`src/pkg/spi_slave_regs.vh`:
```
`ifndef SPI_SLAVE_REGS_VH
`define SPI_SLAVE_REGS_VH
// serial byte and address geometry
`define BYTE_W        8
`define ADDR_W        16
`define BIT_CNT_W     3
`define BIT_LAST      3'h7
`define BIT_ZERO      3'h0
`define BIT_STEP      3'h1
`define BYTE_ZERO     8'h00
`define ADDR_ZERO     16'h0000
`define ADDR_STEP     16'h0001
// page register fields
`define PAGE_W        9
`define PAGE_RST      9'h000
`define LO1B_W        7
`define LO2B_W        15
// direction flag value for a read
`define DIR_READ      1'b1
// synchroniser depth
`define SYNC_W        3
`endif

```
`src/core/pin_sync.v`:
```
`timescale 1ns/100ps
// three-stage synchroniser; output changes once stages one and two agree
// reset level should match the idle level of the pin, so no false edge follows reset
module pin_sync #(
  parameter RST_VAL = 1'b0
) (
  // clock and reset
  input  wire clk,
  input  wire srst,
  // raw pin and filtered level
  input  wire pin_in,
  output reg  level_r
);
  reg [2:0] sync_r;

  // stage 0 is read only by stage 1
  always @(posedge clk) begin
    if (srst) begin
      sync_r  <= {3{RST_VAL}};
      level_r <= RST_VAL;
    end else begin
      sync_r <= {sync_r[1:0], pin_in};
      if (sync_r[1] == sync_r[2])
        level_r <= sync_r[2];
    end
  end
endmodule // pin_sync

```
`src/core/spi_slave_paged.v`:
```
`timescale 1ns/100ps
`include "spi_slave_regs.vh"
// Overview of operation
// - first bit of each access: zero means write, one means read
// - 2-byte mode: two command bytes hold flag and fifteen address bits
// - optional read data launch half an sclk earlier, on the edge opposite the sample edge
// - data line released to high impedance when chip select rises
// - 1-byte address is page nine bits above seven access bits
// - 2-byte address is page top bit above fifteen access bits
// - pointer increments after each data byte within a burst
// - 4-wire mode default, 3-wire mode uses one bidirectional line
module spi_slave_paged (
  // clock and reset
  input  wire        clk,
  input  wire        srst,
  // serial pins
  input  wire        cs_n,
  input  wire        sclk,
  input  wire        serial_data_in,
  input  wire        sdio_in,
  output reg         sdio_out_r,
  output reg         sdio_oe_r,
  // configuration
  input  wire        addr_2b,
  input  wire        three_wire,
  input  wire        sample_fall,
  input  wire        read_delay,
  // page register contents, loaded by the register space
  input  wire [8:0]  page_val,
  // register space access
  output reg  [15:0] reg_addr_r,
  output reg  [7:0]  wr_data_r,
  output reg         wr_stb_r,
  output reg         rd_stb_r,
  input  wire [7:0]  rd_data,
  output reg         busy_r
);
  localparam ST_CMD0 = 2'h0;
  localparam ST_CMD1 = 2'h1;
  localparam ST_DATA = 2'h2;

  wire cs_n_s;
  wire sclk_s;
  wire din_s;
  wire dio_s;
  reg  sclk_d_r;
  reg  [1:0] state_r;
  reg  [2:0] bit_r;
  reg  [7:0] shift_r;
  reg  [7:0] cmd0_r;
  reg  [7:0] tx_r;
  reg        rd_r;
  reg        launch_r;

  // chip select and link clock idle high; their stages start high so that
  // reset release shows neither a select nor a clock edge
  pin_sync #(.RST_VAL(1'b1)) u_cs (.clk(clk), .srst(srst), .pin_in(cs_n), .level_r(cs_n_s));
  pin_sync #(.RST_VAL(1'b1)) u_ck (.clk(clk), .srst(srst), .pin_in(sclk), .level_r(sclk_s));
  // data pins need no special level: they are only read inside a frame
  pin_sync u_di (.clk(clk), .srst(srst), .pin_in(serial_data_in), .level_r(din_s));
  pin_sync u_do (.clk(clk), .srst(srst), .pin_in(sdio_in), .level_r(dio_s));

  // edge finding on the filtered clock level
  wire rise  = sclk_s & ~sclk_d_r;
  wire fall  = ~sclk_s & sclk_d_r;
  wire samp  = sample_fall ? fall : rise;
  wire oppo  = sample_fall ? rise : fall;
  wire sdata = three_wire ? dio_s : din_s;
  wire [7:0] byte_in = {shift_r[6:0], sdata};

  // launch edge: same as sample edge, or the opposite edge half a period earlier when delayed
  wire launch = read_delay ? oppo : samp;

  // address forming from page bits and access bits
  function [15:0] form_addr;
    input       two_b;
    input [8:0] pg;
    input [14:0] lo;
    begin
      if (two_b)
        form_addr = {pg[8], lo};
      else
        form_addr = {pg, lo[6:0]};
    end
  endfunction

  // serial engine; all framing ends when chip select rises
  // limitation: every pin passes the synchroniser, so the block reacts to a
  // link edge some four to five clocks late; read data therefore reaches the
  // host one link period after its launch edge, and the link clock must be
  // at least eight system clocks long
  always @(posedge clk) begin
    if (srst) begin
      sclk_d_r   <= 1'b1;                         // idle high, as the synchroniser
      state_r    <= ST_CMD0;
      bit_r      <= `BIT_ZERO;
      shift_r    <= `BYTE_ZERO;
      cmd0_r     <= `BYTE_ZERO;
      tx_r       <= `BYTE_ZERO;
      rd_r       <= 1'b0;
      launch_r   <= 1'b0;
      reg_addr_r <= `ADDR_ZERO;
      wr_data_r  <= `BYTE_ZERO;
      wr_stb_r   <= 1'b0;
      rd_stb_r   <= 1'b0;
      busy_r     <= 1'b0;
      sdio_out_r <= 1'b0;
      sdio_oe_r  <= 1'b0;
    end else begin
      sclk_d_r <= sclk_s;
      wr_stb_r <= 1'b0;
      rd_stb_r <= 1'b0;
      busy_r   <= ~cs_n_s;
      if (cs_n_s) begin
        state_r   <= ST_CMD0;
        bit_r     <= `BIT_ZERO;
        rd_r      <= 1'b0;
        launch_r  <= 1'b0;
        sdio_oe_r <= 1'b0;
      end else begin
        // fetched read byte lands one cycle after its strobe
        if (rd_stb_r)
          tx_r <= rd_data;
        // write pointer steps after its strobe, so the strobe sees a steady address
        if (wr_stb_r)
          reg_addr_r <= reg_addr_r + `ADDR_STEP;
        if (samp) begin
          shift_r <= byte_in;
          bit_r   <= bit_r + `BIT_STEP;
          if (bit_r == `BIT_LAST) begin
            case (state_r)
              ST_CMD0: begin
                cmd0_r <= byte_in;
                rd_r   <= (byte_in[7] == `DIR_READ);
                if (addr_2b) begin
                  state_r <= ST_CMD1;
                end else begin
                  state_r    <= ST_DATA;
                  reg_addr_r <= form_addr(1'b0, page_val, {8'h00, byte_in[6:0]});
                  rd_stb_r   <= (byte_in[7] == `DIR_READ);
                end
              end
              ST_CMD1: begin
                state_r    <= ST_DATA;
                reg_addr_r <= form_addr(1'b1, page_val, {cmd0_r[6:0], byte_in});
                rd_stb_r   <= rd_r;
              end
              ST_DATA: begin
                if (!rd_r) begin
                  // write lands at the current pointer; it moves a cycle later
                  wr_data_r <= byte_in;
                  wr_stb_r  <= 1'b1;
                end else begin
                  // read pointer moves now, so the prefetch fetches the next byte
                  reg_addr_r <= reg_addr_r + `ADDR_STEP;
                  rd_stb_r   <= 1'b1;
                end
              end
              default: state_r <= ST_CMD0;
            endcase
          end
        end
        // read output: first launch after the address puts out the msb
        if (state_r == ST_DATA && rd_r && launch) begin
          if (!launch_r) begin
            launch_r   <= 1'b1;
            sdio_oe_r  <= 1'b1;
            sdio_out_r <= tx_r[7];
            tx_r       <= {tx_r[6:0], 1'b0};
          end else begin
            sdio_out_r <= tx_r[7];
            tx_r       <= {tx_r[6:0], 1'b0};
          end
        end
        // next byte is reloaded at its strobe; msb launches on the next edge
      end
    end
  end
endmodule // spi_slave_paged

```
`config.mk`:
```
export PLATFORM = sky130hd
export DESIGN_NAME = spi_slave_paged
export DESIGN_NICKNAME = d
export VERILOG_FILES = /design/src/core/pin_sync.v /design/src/core/spi_slave_paged.v
export VERILOG_INCLUDE_DIRS = /design/src /design/src/pkg
export SDC_FILE = /design/constraint.sdc
export NUM_CORES = 1
export LEC_CHECK = 0
export ABC_AREA = 1
export BUFFER_PORTS_ARGS = -buffer_cell sky130_fd_sc_hd__buf_2
export CAP_MARGIN = 20
export CORE_MARGIN = 1
export CORE_UTILIZATION = 31
export DETAILED_ROUTE_END_ITERATION = 7
export GPL_TIMING_DRIVEN = 0
export PLACE_DENSITY = 0.55
export SETUP_SLACK_MARGIN = 0.4
export SYNTH_ARGS = -nofsm -noshare
export SYNTH_HDL_FRONTEND = slang
export SYNTH_SLANG_ARGS = --single-unit
```
`constraint.sdc`:
```
create_clock -name clk -period 5.1 [get_ports clk]
set_input_delay 0.255 -clock clk [delete_from_list [all_inputs] [get_ports clk]]
set_output_delay 0.255 -clock clk [all_outputs]
set_load 0.05 [all_outputs]
```
==> results of run 1 <==
[state kept, by name, indices dropped and copies added, names as in the netlist, 2 cells and up]
name,flops
u_do.sync_r,3
reg_addr_r,16
state_r,2
bit_r,3
u_cs.sync_r,3
tx_r,8
shift_r,7
u_di.sync_r,3
u_ck.sync_r,3
wr_data_r,8
cmd0_r,7
[final cells by class]
cell class | instances | share of cell area
Buffer | 17 | 0.0166
Sequential cell | 75 | 0.326
Timing Repair Buffer | 55 | 0.0598
Clock inverter | 6 | 0.0204
Multi-Input combinational cell | 395 | 0.419
Tap cell | 147 | 0.0399
Clock buffer | 10 | 0.0519
Inverter | 81 | 0.0660
[synthesized netlist by cell type (2+ instances only)]
library cell / count / area [sq um]
nand2_1: 122 / 458
inv_1: 77 / 289
dfxtp_1: 75 / 1500
nor2_1: 66 / 248
o21ai_0: 59 / 295
a21oi_1: 55 / 275
nand3_1: 41 / 205
clkbuf_1: 11 / 41.3
xor2_1: 9 / 78.8
ha_1: 7 / 87.6
or2_2: 7 / 43.8
buf_2: 4 / 20.0
nand2_2: 4 / 25.0
nor3_1: 4 / 20.0
a211oi_1: 3 / 22.5
inv_2: 3 / 11.3
o21ai_2: 3 / 26.3
nand4_2: 2 / 25.0
o21a_1: 2 / 15.0
[kinds of logic after synthesis]
logic type                 after synthesis  share of synthesized area
xor gates and xnor gates                10                     0.0230
adders and majority gates                7                     0.0230
and+or+nand+nor                        252                      0.284
buffers and inverters                   98                     0.0998
AOI/OAI and AO/OA                      126                      0.177
DFF                                     75                      0.394
[layer usage]
layer,up-vias,GRT usage,part of all wire
met4,0,0.0605,0.018
li1,1947,-,-
met5,-,0,0
met1,1729,0.213,0.47
met2,93,0.288,0.47
met3,20,0.0428,0.044
[stage by stage]
stage,utilization,instances
after floorplan,-,568
after global placement,0.356,770
after detailed placement,0.356,770
after CTS,0.383,786
after global routing,0.383,786
final,0.383,786
[path summary, 6_finish.rpt]
check	cells after the start	endpoint	slack, ps
hold reg to reg	2	u_do.sync_r[1]	400
setup / recovery	13	reg_addr_r[0]	2960
setup reg to reg	13	reg_addr_r[0]	2960
hold / removal	2	u_cs.sync_r[0]	100
[power by group through the flow]
stage / sequential (mW) / combinational, mW / clock [mW]
2_1_floorplan: 0.607 / 0.0235 / 0
3_3_place_gp: 0.606 / 0.0445 / 0
3_5_place_dp: 0.606 / 0.0451 / 0
4_1_cts: 0.592 / 0.0454 / 0.730
5_1_grt: 0.593 / 0.0506 / 0.754
6_report: 0.593 / 0.0447 / 0.713
==> results.py, run 1 <==
metrics = {
    "critical_path": {
        "startpoint": "state_r[0]",
        "crit_chain": "inv_1, ha_1, buf_2, inv_2, nor2_1, nor2_1, nand4_2, nand2_2, o21ai_2, nand2_1, nand3_1, nand2_1, inv_1",
        "cpLargestDelayFamily": "simple AND/OR/NAND/NOR gates",
        "slowest_delay_ps": 360,
        "cp_max_fo": 10,
        "criticalPathCategory": "reg2reg",
        "crit_path_end_kind": "register",
        "crit_required_ps": 5340,
        "cp_num_buf_inv": 4,
        "crit_arrival_ps": 2370,
        "worstSetupStartpointType": "register",
        "r2r_start": "state_r[0]",
        "cp_slowest_cell": "dfxtp_1",
    },
    "clocking": {
        "cts_tree": "built",
        "cts-htree-levels": 3,
        "clkSinkCount": 75,
        "cts_buffers": 9,
        "cts_buffer_depth": 2,
        "holdBufCountCts": 0,
        "postCtsSetupRepairBufs": 0,
        "root_buffer": "clkbuf_16",
        "path_clk_slew_ps": 70,
        "post_cts_resized": 0,
        "clk_latency_ps": 340,
    },
    "worst_hold_path": {
        "hold_path_class": "in2reg",
        "min_from": "cs_n",
    },
    "layout": {
        "diodes": 0,
        "regArea_sq_um": 1500,
        "area.growth.synth_to_final_pct": 20.8,
        "layout-drive-gt1-share": 0.158,
        "layout_commonest_cell": "nand2_1",
        "most-common-layout-cells": "nand2_1, inv_1, dfxtp_1, nor2_1",
        "final_area_sq_um": 4600,
        "final.fill_count": 1295,
        "multi_input_area_sq_um": 1930,
        "nets": 668,
    },
    "floorplan": {
        "core_area_sq_um": 12000,
        "dieHeight_microns": 113,
        "initial_utilization": 0.317,
        "die_w_microns": 113,
        "row_count": 40,
        "die_area_sq_um": 12700,
        "io_pins": 56,
    },
    "global_routing": {
        "grt_max_degree": 15,
        "grt_first_pass_wirelength_mm": 17.0,
        "antenna_found_initial": 0,
        "grt_usage": 0.171,
        "overflow": 0,
        "grt_pass1_vias": 3534,
    },
    "power_and_ir_drop": {
        "power.internal_mw": 1.06,
        "p_per_area_nw_per_um2": 293,
        "p_seq_frac": 0.439,
        "combPwrFrac": 0.033,
        "p_leak_nw": 2.07,
        "power_mw": 1.35,
        "power_switching_uw": 295,
        "ir_worst_vdd_mv": 0.227,
        "p_sw_frac": 0.218,
        "clock_power_share": 0.528,
    },
    "route": {
        "drtAntennaViolNets": 0,
        "vias": 3789,
        "via_per_inst": 4.82,
        "finalWirelength_mm": 10.4,
        "first_pass_iters": 4,
        "routedWlPerCell_microns": 13.3,
        "drt-initial-drc-count": 249,
        "remaining_drc_errors": 0,
    },
    "sta": {
        "hold_viol_final": 0,
        "finalSetupViolCount": 0,
        "drv_slew": 0,
        "period_needed_ps": 2140,
        "worst_slack_ps": 2960,
        "tns_ps": 0,
        "finClkSkew_ps": 9.46,
        "worst_slew_pin_slew_ps": 604,
        "rsz0062_at_grt": "false",
        "period_share": 0.419,
        "fmax_mhz": 468,
        "max-slew-margin-rel": 0.597,
        "timing.hold.ws_ps": 97.2,
    },
    "place": {
        "portBuffers": 55,
        "dp_hpwl_mm": 7.79,
        "place_area_sq_um": 4270,
        "place.gp.congestion": 0.867,
        "dp_slack_ps": 2970,
    },
    "logic_synthesis": {
        "yosysWarnings": 0,
        "ys_ff_latch": 75,
        "syn_area_sq_um": 3810,
        "synth_nets": 602,
        "ys_seq_area_frac": 0.394,
        "synthFlopType": "dfxtp_1",
        "async_flop_share": 0,
        "ys_types": 33,
        "syn_avg_cell_area_sq_um": 6.71,
        "synth_edf_count": 0,
        "syn_inst": 568,
    },
    "flow_run": {
        "cap_violations": 0,
    },
    "run_status": {
        "outcome": "completed",
    },
}
No activity file was read; power rests on OpenSTA's default activity.
==> inputs of run 2 (changes only) <==
ABC_AREA = 0   (was 1)
PLACE_DENSITY = 0.56   (was 0.55)
clock period = 1.9 ns   (was 5.1 ns; I/O delays follow)
==> run 2 against run 1 <==
Effect of this change: the flow now finishes with violations (design-rule violations, negative setup slack); clock-buffer cell count unchanged; total power increased to 2.6 times the previous value; maximum frequency increased by 9.2%; critical path type unchanged; flip-flop and latch count unchanged; first-iteration DRC count decreased by 31%; largest power group unchanged; synthesized area decreased by 2.9%; critical path depth decreased by 6; wire length increased by 9.4%; clock skew decreased by 3.7 ps; largest cell class unchanged; register-to-register slack got worse by 3000 ps; final cell count decreased by 14%; highest routed layer unchanged; die area decreased by 2.8%.
==> results.py, run 2 <==
metrics = {
    "clocking": {
        "root_buffer": "clkbuf_16",
        "clk_latency_ps": 330,
        "cts_buffer_depth": 2,
        "cts-htree-levels": 3,
        "path_clk_slew_ps": 60,
        "cts_buffers": 9,
        "cts_tree": "built",
        "clkSinkCount": 75,
    },
    "logic_synthesis": {
        "ys_seq_area_frac": 0.406,
        "synth_nets": 453,
        "async_flop_share": 0,
        "syn_inst": 419,
        "synthTopCellsByCount": "dfxtp_1, nor2_1, a21oi_1",
        "syn_avg_cell_area_sq_um": 8.84,
        "yosys.area.top_type": "dfxtp_1",
        "synthTopCellsByArea": "dfxtp_1, mux2i_1, nor2_1, a21oi_1, o21ai_0",
        "synth_top_area_share": 0.406,
        "yosysWarnings": 0,
        "synthFlopType": "dfxtp_1",
        "ys_types": 61,
        "synth_edf_count": 0,
        "synthMostInstantiatedCell": "dfxtp_1",
        "ys_ff_latch": 75,
        "syn_area_sq_um": 3700,
    },
    "run_status": {
        "violations": "design-rule violations, negative setup slack",
        "outcome": "finished with violations",
    },
    "critical_path": {
        "reg2reg_depth": 7,
        "worstSetupStartpointType": "register",
        "reg2reg_slack_ps": -60,
        "criticalPathCategory": "reg2reg",
        "cp_max_fo": 5,
        "r2r_start": "bit_r[1]",
        "crit_required_ps": 2150,
        "r2r_end": "reg_addr_r[11]",
        "crit_path_end_kind": "register",
        "crit_arrival_ps": 2210,
        "startpoint": "bit_r[1]",
        "cp-endpoint": "reg_addr_r[11]",
    },
    "place": {
        "place.gp.congestion": 0.862,
        "dp_slack_ps": -352,
        "placed_cells_incl_taps": 617,
        "dp_hpwl_mm": 7.74,
        "portBuffers": 55,
    },
    "power_and_ir_drop": {
        "p_seq_frac": 0.448,
        "p_leak_nw": 2.17,
        "combPwrFrac": 0.036,
        "ir_worst_vdd_mv": 0.397,
        "power.internal_mw": 2.74,
        "p_sw_frac": 0.223,
        "p_per_area_nw_per_um2": 641,
        "power_mw": 3.52,
        "power_switching_uw": 785,
        "clock_power_share": 0.516,
    },
    "global_routing": {
        "grt_pass1_vias": 3475,
        "grt_first_pass_wirelength_mm": 18.2,
        "overflow": 0,
        "antenna_found_initial": 0,
        "grt_usage": 0.187,
        "grt_max_degree": 15,
    },
    "route": {
        "first_pass_iters": 7,
        "routedWlPerCell_microns": 16.9,
        "drt-initial-drc-count": 173,
        "via_per_inst": 5.32,
        "finalWirelength_mm": 11.4,
        "drtAntennaViolNets": 0,
        "vias": 3595,
        "remaining_drc_errors": 2,
    },
    "sta": {
        "drv_slew": 0,
        "rsz0062_at_grt": "true",
        "timing.hold.ws_ps": 119,
        "worst_slack_ps": -57.9,
        "finClkSkew_ps": 5.79,
        "max-slew-margin-rel": 0.530,
        "worst_slew_pin_slew_ps": 705,
        "fmax_mhz": 511,
        "hold_viol_final": 0,
        "period_share": 1.03,
        "tns_ps": -93.4,
        "finalSetupViolCount": 5,
        "period_needed_ps": 1960,
    },
    "layout": {
        "diodes": 0,
        "final.fill_count": 1088,
        "layout-drive-gt1-share": 0.448,
        "area.growth.synth_to_final_pct": 48.3,
        "largest_reg_flops": 16,
        "nets": 562,
        "layout_commonest_cell": "buf_2",
        "stdcell_count": 676,
        "largest_register": "reg_addr_r",
        "most-common-layout-cells": "buf_2, dfxtp_1, nor2_1, a21oi_1, mux2i_1",
        "top_regs": "reg_addr_r (16), tx_r (8), wr_data_r (8)",
    },
    "worst_hold_path": {
        "hold_path_class": "in2reg",
    },
    "floorplan": {
        "die_area_sq_um": 12400,
        "core_area_sq_um": 11500,
        "die_w_microns": 111,
        "row_count": 39,
        "io_pins": 56,
        "initial_utilization": 0.321,
        "dieHeight_microns": 111,
    },
    "flow_run": {
        "cap_violations": 0,
    },
}
## run 2: cell count changes after synthesis, sizes merged, moves of 6 or more
cell	previous run	this run
nor2	68	57
a211oi	3	13
a21oi	56	36
inv	80	12
nand3	43	13
clkbuf	11	17
o21ai	63	27
nor2b	0	15
mux2i	0	29
nand2	126	22
## run 2: logic make-up (layout without fill, tap and decap cells)
kind of cell	after synthesis	count (layout)	share of synthesized area
adders and majority gates	7	7	0.0237
buffers and inverters	34	148	0.0389
muxes	31	31	0.0845
and+or+nand+nor	152	152	0.223
xor gates and xnor gates	7	7	0.0166
DFF	75	75	0.406
AOI/OAI and AO/OA	113	113	0.208
## run 2: power groups by stage
stage	Combinational (mW)	Clock (mW)	Sequential (mW)
4_1_cts	0.118	1.84	1.58
5_1_grt	0.139	1.91	1.58
2_1_floorplan	0.0493	0	1.61
3_5_place_dp	0.102	0	1.62
3_3_place_gp	0.101	0	1.61
6_report	0.128	1.82	1.58
## run 2: critical path, stage by stage (launching register included)
cell	delay [ps]
dfxtp_2	350
ha_4	140
ha_4	160
nand4b_4	160
a211oi_4	360
a211oi_2	90
or4_1	420
a31oi_1	190
## run 2: what timing repair did
item / 4_1_cts / 5_1_grt
pin swaps: 28 / 27
setup endpoints to repair: 53 / 53
gates cloned: 2 / 1
resized for setup: 87 / 40
hold buffers: 4 / 0
endpoints found under the hold margin: 4 / 0
setup buffers: 24 / 12
## run 2: how the worst min path moves through the flow
stage | startpoint | endpoint | slack, ps | depth (start not counted)
2_1_floorplan | sclk | u_ck.sync_r[0] | 200 | 1
3_3_place_gp | sclk | u_ck.sync_r[0] | 280 | 2
3_5_place_dp | cs_n | u_cs.sync_r[0] | 290 | 2
4_1_cts | rd_data[7] | tx_r[7] | 110 | 3
5_1_grt | rd_data[7] | tx_r[7] | 120 | 3
6_report | page_val[8] | reg_addr_r[15] | 120 | 3
## run 2: layout make-up
type	count	area, sq um	share of cell area
clock buffers	10	250	0.0456
plain buffers	22	181	0.0330
flip-flops and latches	75	1550	0.282
clock inverters	6	67.6	0.0123
inverters	12	47.5	0.00866
well taps	143	179	0.0326
repair buffers	98	734	0.134
multi-input cells	310	2480	0.452
## run 2: through the flow
step | util | instance area (sq um)
after floorplan | - | 3840
after global placement | 0.373 | 4300
after detailed placement | 0.373 | 4300
after CTS | 0.452 | 5200
after global routing | 0.477 | 5490
final | 0.477 | 5490
## run 2: metal layers
layer,routed length (microns),global-route usage
met1,5290,0.254
met2,5400,0.301
met3,586,0.0339
met4,158,0.0577
met5,0,0
